===== src/design/trig_ctl_pkg.sv =====
// Package of constants for the trigger unit global control register bank
// Summary of operation
// RL1: Running bit reads 1 while the unit is enabled and error free.
// RL2: Running bit reads 0 once the unit has finished and gone idle.
// RL3: Twelve unit bits, bit 0 is unit 1; bits 15 to 12 read zero.
// RL4: Trigger event with notify selected sets the unit's event-done bit.
// RL5: Event-done clears on a host write of 1 or on a soft reset; a write of 0 leaves it.
// RL6: Interrupt request when event-done and the unit's irq enable are both set.
// RL7: Writing 1 to enable starts the unit; it self-clears when the output fires.
// RL8: With enable at 0 the unit stays disabled and gives no trigger.
// RL9: Host enables only the head unit of a cascade chain.
// RL10: Soft reset bit forces unit inactive and default; bit self-clears.
// RL11: Soft reset stops a running cascade and readies the unit again.
// RL12: With soft reset at 0 the unit runs normally.
// RL13: Error set on late target with notify; cleared by writing enable 0.
// RL14: Soft reset or error clears running in that cycle; enable clears with the error, or one cycle after soft reset.
package trig_ctl_pkg;
    // ==========================================================
    // Register map and layout
    localparam int NUM_UNITS = 12;
    localparam int ADDR_W = 11;
    localparam int DATA_W = 16;
    localparam logic [10:0] OFS_RUNNING = 11'h202;
    localparam logic [10:0] OFS_DONE = 11'h204;
    localparam logic [10:0] OFS_ENABLE = 11'h206;
    localparam logic [10:0] OFS_SOFT_RST = 11'h208;
    localparam logic [11:0] RST_UNITS = 12'h000;
    localparam logic [3:0] RESERVED_BITS = 4'h0;
endpackage


===== src/design/trig_ctl.sv =====
// Global status and control bank for twelve trigger output units
`timescale 1ns/10ps
`default_nettype none
module trig_ctl
    import trig_ctl_pkg::*;
(
    input wire logic clk_sys,
    input wire logic reset,
    input wire logic [ADDR_W-1:0] host_addr,
    input wire logic host_wr,
    input wire logic host_rd,
    input wire logic [DATA_W-1:0] host_wdata,
    output logic [DATA_W-1:0] host_rdata,
    input wire logic [NUM_UNITS-1:0] unit_fired,
    input wire logic [NUM_UNITS-1:0] target_late,
    input wire logic [NUM_UNITS-1:0] event_notify_select,
    input wire logic [NUM_UNITS-1:0] timing_output_irq_enable,
    output logic [NUM_UNITS-1:0] unit_run_en,
    output logic [NUM_UNITS-1:0] unit_soft_reset,
    output logic [NUM_UNITS-1:0] output_unit_error_status,
    output logic trigger_irq
);
    // ==========================================================
    // State registers
    logic [NUM_UNITS-1:0] enable_ff, nxt_enable;
    logic [NUM_UNITS-1:0] done_ff, nxt_done;
    logic [NUM_UNITS-1:0] err_ff, nxt_err;
    logic [NUM_UNITS-1:0] srst_ff, nxt_srst;
    logic [DATA_W-1:0] rdata_ff, nxt_rdata;
    logic [NUM_UNITS-1:0] running;
    logic [NUM_UNITS-1:0] fire_ok;
    logic [NUM_UNITS-1:0] err_set;
    wire logic wr_done = host_wr && (host_addr == OFS_DONE);
    wire logic wr_en = host_wr && (host_addr == OFS_ENABLE);
    wire logic wr_srst = host_wr && (host_addr == OFS_SOFT_RST);
    wire logic [NUM_UNITS-1:0] wbits = host_wdata[NUM_UNITS-1:0];

    // ==========================================================
    // Per-unit next-state logic
    genvar g;
    generate
        for (g = 0; g < NUM_UNITS; g++)
        begin : g_unit
            // RL8 RL12 fire gating
            assign fire_ok[g] = unit_fired[g] && enable_ff[g] && !srst_ff[g];
            // RL13 late target error
            assign err_set[g] = target_late[g] && event_notify_select[g] && enable_ff[g]
                && !srst_ff[g];
            // RL7 RL10 RL11 RL14 enable self clear
            assign nxt_enable[g] = (srst_ff[g] || err_set[g] || err_ff[g] || fire_ok[g]) ? 1'b0
                : (wr_en ? wbits[g] : enable_ff[g]);
            // RL13 error clear on enable write 0
            assign nxt_err[g] = srst_ff[g] ? 1'b0
                : (err_set[g] ? 1'b1 : ((wr_en && !wbits[g]) ? 1'b0 : err_ff[g]));
            // RL4 RL5 done set wins over clear
            assign nxt_done[g] = (fire_ok[g] && event_notify_select[g]) ? 1'b1
                : ((srst_ff[g] || (wr_done && wbits[g])) ? 1'b0 : done_ff[g]);
            // RL10 soft reset self clear after one cycle
            assign nxt_srst[g] = wr_srst && wbits[g];
            // RL1 RL2 RL14 running status
            assign running[g] = enable_ff[g] && !err_ff[g] && !srst_ff[g];
        end
    endgenerate

    // ==========================================================
    // Read data selection
    // RL3 reserved bits read zero
    always_comb
    begin
        case (host_addr)
            OFS_RUNNING: nxt_rdata = {RESERVED_BITS, running};
            OFS_DONE: nxt_rdata = {RESERVED_BITS, done_ff};
            OFS_ENABLE: nxt_rdata = {RESERVED_BITS, enable_ff};
            OFS_SOFT_RST: nxt_rdata = {RESERVED_BITS, srst_ff};
            default: nxt_rdata = '0;
        endcase
    end

    // Register update
    always_ff @(posedge clk_sys)
    begin
        if (reset)
        begin
            enable_ff <= RST_UNITS;
            done_ff <= RST_UNITS;
            err_ff <= RST_UNITS;
            srst_ff <= RST_UNITS;
            rdata_ff <= '0;
        end
        else
        begin
            enable_ff <= nxt_enable;
            done_ff <= nxt_done;
            err_ff <= nxt_err;
            srst_ff <= nxt_srst;
            rdata_ff <= host_rd ? nxt_rdata : rdata_ff;
        end
    end

    // ==========================================================
    // Outputs
    assign host_rdata = rdata_ff;
    assign unit_run_en = running;
    assign unit_soft_reset = srst_ff;
    assign output_unit_error_status = err_ff;
    // RL6 interrupt request
    assign trigger_irq = |(done_ff & timing_output_irq_enable);
endmodule // trig_ctl
`default_nettype wire


===== config.mk =====
export PLATFORM = sky130hd
export DESIGN_NAME = trig_ctl
export DESIGN_NICKNAME = d
export VERILOG_FILES = /design/src/design/trig_ctl_pkg.sv /design/src/design/trig_ctl.sv
export SDC_FILE = /design/constraint.sdc
export NUM_CORES = 1
export LEC_CHECK = 0
export BUFFER_PORTS_ARGS = -buffer_cell sky130_fd_sc_hd__clkbuf_2
export CAP_MARGIN = 15
export CORE_UTILIZATION = 42
export DETAILED_ROUTE_END_ITERATION = 16
export PLACE_DENSITY = 0.76
export SYNTH_ARGS = -nofsm -noshare
export SYNTH_HDL_FRONTEND = slang
export SYNTH_SLANG_ARGS = --single-unit

===== constraint.sdc =====
create_clock -name clk_sys -period 1.7 [get_ports clk_sys]
set_input_delay 0.17 -clock clk_sys [delete_from_list [all_inputs] [get_ports clk_sys]]
set_output_delay 0.17 -clock clk_sys [all_outputs]
set_load 0.005 [all_outputs]

; Word-level counts from Yosys, hierarchy flattened
; Cells that the tools add are included.
[op_classes]
muxes = 49
eq_ne = 4
n_reduce_logical = 268
bitwise = 1
[ops]
columns = operator, n
row1 = logical AND 1 bit, 135
row2 = logical OR 1 bit, 48
row3 = 2-to-1 mux 1 bit, 48
row4 = case mux 12 bit (4 select lines), 1
row5 = nonzero test 2 bit, 24
row6 = OR reduction 2 bit, 24
row7 = "== test 11 x 10 -> 1 bit, second input constant", 4
row8 = logical NOT 1 bit, 36
row9 = bitwise AND 12 bit, 1
row10 = OR reduction 12 bit, 1
[totals]
in_bits = 79
regBits = 64
wordCells = 360
out_inout_bits = 53

; Longest topological paths before layout
[depth]
word_depth = 7
depth_mapped = 7

; Least setup slack after synthesis
; No wires, ideal clock.
[synth_path]
kind = input port to flip-flop
startpoint = in host_addr[6]
endpoint = reg done_ff[1]
cell_stages = 6
slack_ps = -83
path_buffers = 2
arrival_time_ps = 1664
t_required_ps = 1581
cell_sequence = or4b_1 > or4_1 > buf_6 > buf_6 > o21ai_0 > a21oi_1
[synth_between]
elab_chain_cells = 5
[synth_rtl]
columns = item, line
row1 = start: declaration, trig_ctl.sv:9  ; input wire logic [ADDR_W-1:0] host_addr,
row2 = == test 11 x 10 -> 1 bit, trig_ctl.sv:33  ; wire logic wr_done = host_wr && (host_addr == OFS_DONE);
row3 = logical AND 1 bit, trig_ctl.sv:33
row4 = logical AND 1 bit, trig_ctl.sv:57  ; : ((srst_ff[g] || (wr_done && wbits[g])) ? 1'b0 : done_ff[g]);
row5 = logical OR 1 bit, trig_ctl.sv:57
row6 = nonzero test 2 bit (no line), n/a
row7 = end signal: assignment, trig_ctl.sv:93  ; done_ff <= nxt_done;
row8 = end: declaration, trig_ctl.sv:26  ; logic [NUM_UNITS-1:0] done_ff, nxt_done;
; No other way between the ends.
; A chain may end at the register's enable or synchronous reset.

; Worst setup path in the final report
[layout_path]
startpoint = in host_addr[6]
endpoint = reg done_ff[7]
; Same word-level chain as after synthesis.

==> run summary <==
Pin count of the biggest net entering global routing: 25
Count of standard-cell rows: 30
Endpoints failing hold: 0
Number of standard cells in the final layout excluding fillers: 540
Final WL: 9.04 mm
Static Leakage: 1.77 nW
Category of the critical setup timing path: in2reg
H-tree depth: 3
Drt initial violations: 166
Residual antenna-violating net count after detailed routing: 0
Area Growth Syn to Fin: 35.4%
Global-route wire length before repair: 14.4 mm
Maximum clock frequency: 0.622 GHz
Total die area: 7290 µm²
Biggest area contributors in the synthesized netlist: dfxtp_1 (41%), nand3_1 (6.7%), o21ai_0 (4.5%)
Synth Warn #: 0
Fraction of final layout cells with drive strength greater than 1: 37.8%
Worst Max-Slew Pin Slew: 949 ps
Number of cells produced by synthesis: 324
Worst slew margin relative to its limit: 36.5%
Later-pin clock latency in the skew report: 340 ps
DP HPWL: 6.55 mm
Final min period: 1610 ps
Final cell utilization of the core: 58.5%
Commonest non-fill, non-tap cell in the layout: clkbuf_2
Width of the die: 85.4 µm
Slowest stage delay, CP: 540 ps
Number of pins with negative max-slew slack in the final report: 0
Remaining routing DRC violations: 0
Cell family with the largest share of critical-path delay: simple AND/OR/NAND/NOR gates
CTS max path bufs: 2
Post-layout power: 3.16 mW
Synth area leader: dfxtp_1
Count of buffer and inverter cells on the critical path: 2
Final non-filler cell area: 3950 µm²
I/O Buffers: 123
Number of antenna violations at the first check in global routing: 0
Mean instance size in the synthesized netlist: 9.01 µm²
Standard cell area after detailed placement: 3710 µm²
Critical Path Source Type: input pin
Critical path fanouts, max: 24
Data arrival at the endpoint of the critical path: 1830 ps
Fraction of the yosys area taken by sequential cells: 41.1%
Commonest non-fill, non-tap cells in the layout: clkbuf_2 (123), dfxtp_1 (60), nand3_1 (39), o21ai_0 (26), a21oi_1 (17)
Synth unique cells: 44
Num CTS Buffers: 9
Router iterations before antenna repair: 5
Number of setup violations in the final report: 0
Via count normalized by instance count: 5.88
Global placement routability congestion: 0.842
Diodes inserted: 0
Post-Route Skew: 5.99 ps
Number of nets in the layout: 534
Required time of the critical path: 1920 ps
Vertical die dimension: 85.4 µm
Power per cell area: 798 nW/µm²
Total overflow reported by the global router: 0
Tcrit/Tclk final: 94.6%
Via count of the first global-routing pass: 3005
Max VDD drop: 0.480 mV
Drt wl/cell: 16.7 µm
CTS tree: built
Number of instances in the placed design: 524
Number of sinks driven by the clock tree: 60
Reported max-cap violation count: 0
CTS Root Buffer Type: clkbuf_8
Initial Utilization: 43.2%
CP Capture Type: register
Total number of vias: 3173
Post-synthesis register bit count: 60
Top cell type's share of synthesized area: 41.1%
Filler cell count in the final layout: 624
Post-synthesis cell area: 2920 µm²
Crit-path cells: clkbuf_2 -> or4b_1 -> or4_1 -> buf_12 -> o21ai_0 -> a211oi_1
Top-level I/O count: 132
Clock transition at the registers of the reported paths: 70 ps
Run status: completed
Class of the tightest hold or removal check: in2reg
CP max stage cell: or4_1
All-layer global routing usage: 25.2%
RSZ-0062 raised after global routing: false
Total core area: 6760 µm²
## final timing paths
check	slack, ps	endpoint	from	cells after the start
setup / recovery	90	done_ff[7]$_SDFFE_PP0P_	host_addr[6]	6
hold / removal	90	unit_soft_reset[7]$_SDFF_PP0_	host_wdata[7]	2
setup reg to reg	520	host_rdata[0]$_SDFFE_PP0P_	unit_soft_reset[0]$_SDFF_PP0_	4
hold reg to reg	490	host_rdata[2]$_SDFFE_PP0P_	host_rdata[2]$_SDFFE_PP0P_	1
## report_power, final
group	leakage (nW)	total [mW]	switching, mW	internal (mW)
clock	0.116	1.52	0.578	0.947
sequential	0.483	1.41	0.000200	1.41
combinational	1.17	0.225	0.123	0.102
total	1.77	3.16	0.702	2.45
## cell families after synthesis
family | synth area share, %
and+or+nand+nor | 20.8
buffers and inverters | 4.54
other | 0.128
DFF | 41.1
muxes | 1.03
AOI/OAI and AO/OA | 32.0
xor gates and xnor gates | 0.300
## registers in the layout, indices dropped and copies added (netlist names)
| name | cells |
|---|---|
| done_ff | 12 |
| enable_ff | 12 |
| host_rdata | 12 |
| output_unit_error_status | 12 |
| unit_soft_reset | 12 |
## synth_stat cells (all sizes together)
master / number
o31ai: 1
or3: 1
or4b: 1
and3: 2
nor3: 9
nor4b: 2
nor2b: 1
a22o: 15
xnor2: 1
a32oi: 12
or4: 1
o2bb2ai: 11
inv: 1
nand3: 39
and4b: 1
a21oi: 17
nor2: 7
o211a: 6
buf: 9
nor3b: 12
a21boi: 4
conb: 1
clkbuf: 15
nand4: 1
a221oi: 3
nor4bb: 1
mux2i: 3
o21bai: 12
dfxtp: 60
o21ai: 30
a211oi: 14
a2111oi: 1
o221a: 3
and2: 12
and3b: 3
nand2: 9
or2: 3
## repair_timing
item | in CTS | in global routing
hold buffers | 0 | 0
setup endpoints to repair | 1 | 0
buffers inserted | 0 | 0
gates resized for setup | 1 | 0
## metrics by stage
| step | TNS [ps] | setup slack, ps | hold slack [ps] |
|---|---|---|---|
| global route | 0 | 35.6 | 92.4 |
| CTS | 0 | 107 | 78.8 |
| detailed placement | -4680 | -252 | 427 |
| finish | 0 | 91.4 | 85.4 |
| global placement | -4130 | -215 | 425 |
| floorplan | -1140 | -82.5 | 292 |
## area by class of cell
class                      instances  area [µm²]  share of cell area, %
tap                               80         100                   2.53
multi-input combinational        242        1640                   41.4
inverter                           1        3.75                 0.0949
timing repair buffer             141         776                   19.6
sequential                        60        1200                   30.4
clock buffer                      13         169                   4.27
clock inverter                     3        67.6                   1.71
## routing by layer
| layer | wire (µm) | vias to the layer above | GRT usage [%] |
|---|---|---|---|
| met4 | 188 | 0 | 9.24 |
| met2 | 4330 | 163 | 42.3 |
| met5 | 0 | - | 0 |
| li1 | - | 1526 | - |
| met1 | 3800 | 1465 | 31.7 |
| met3 | 717 | 19 | 5.84 |
(Power assumes the default switching activity.)
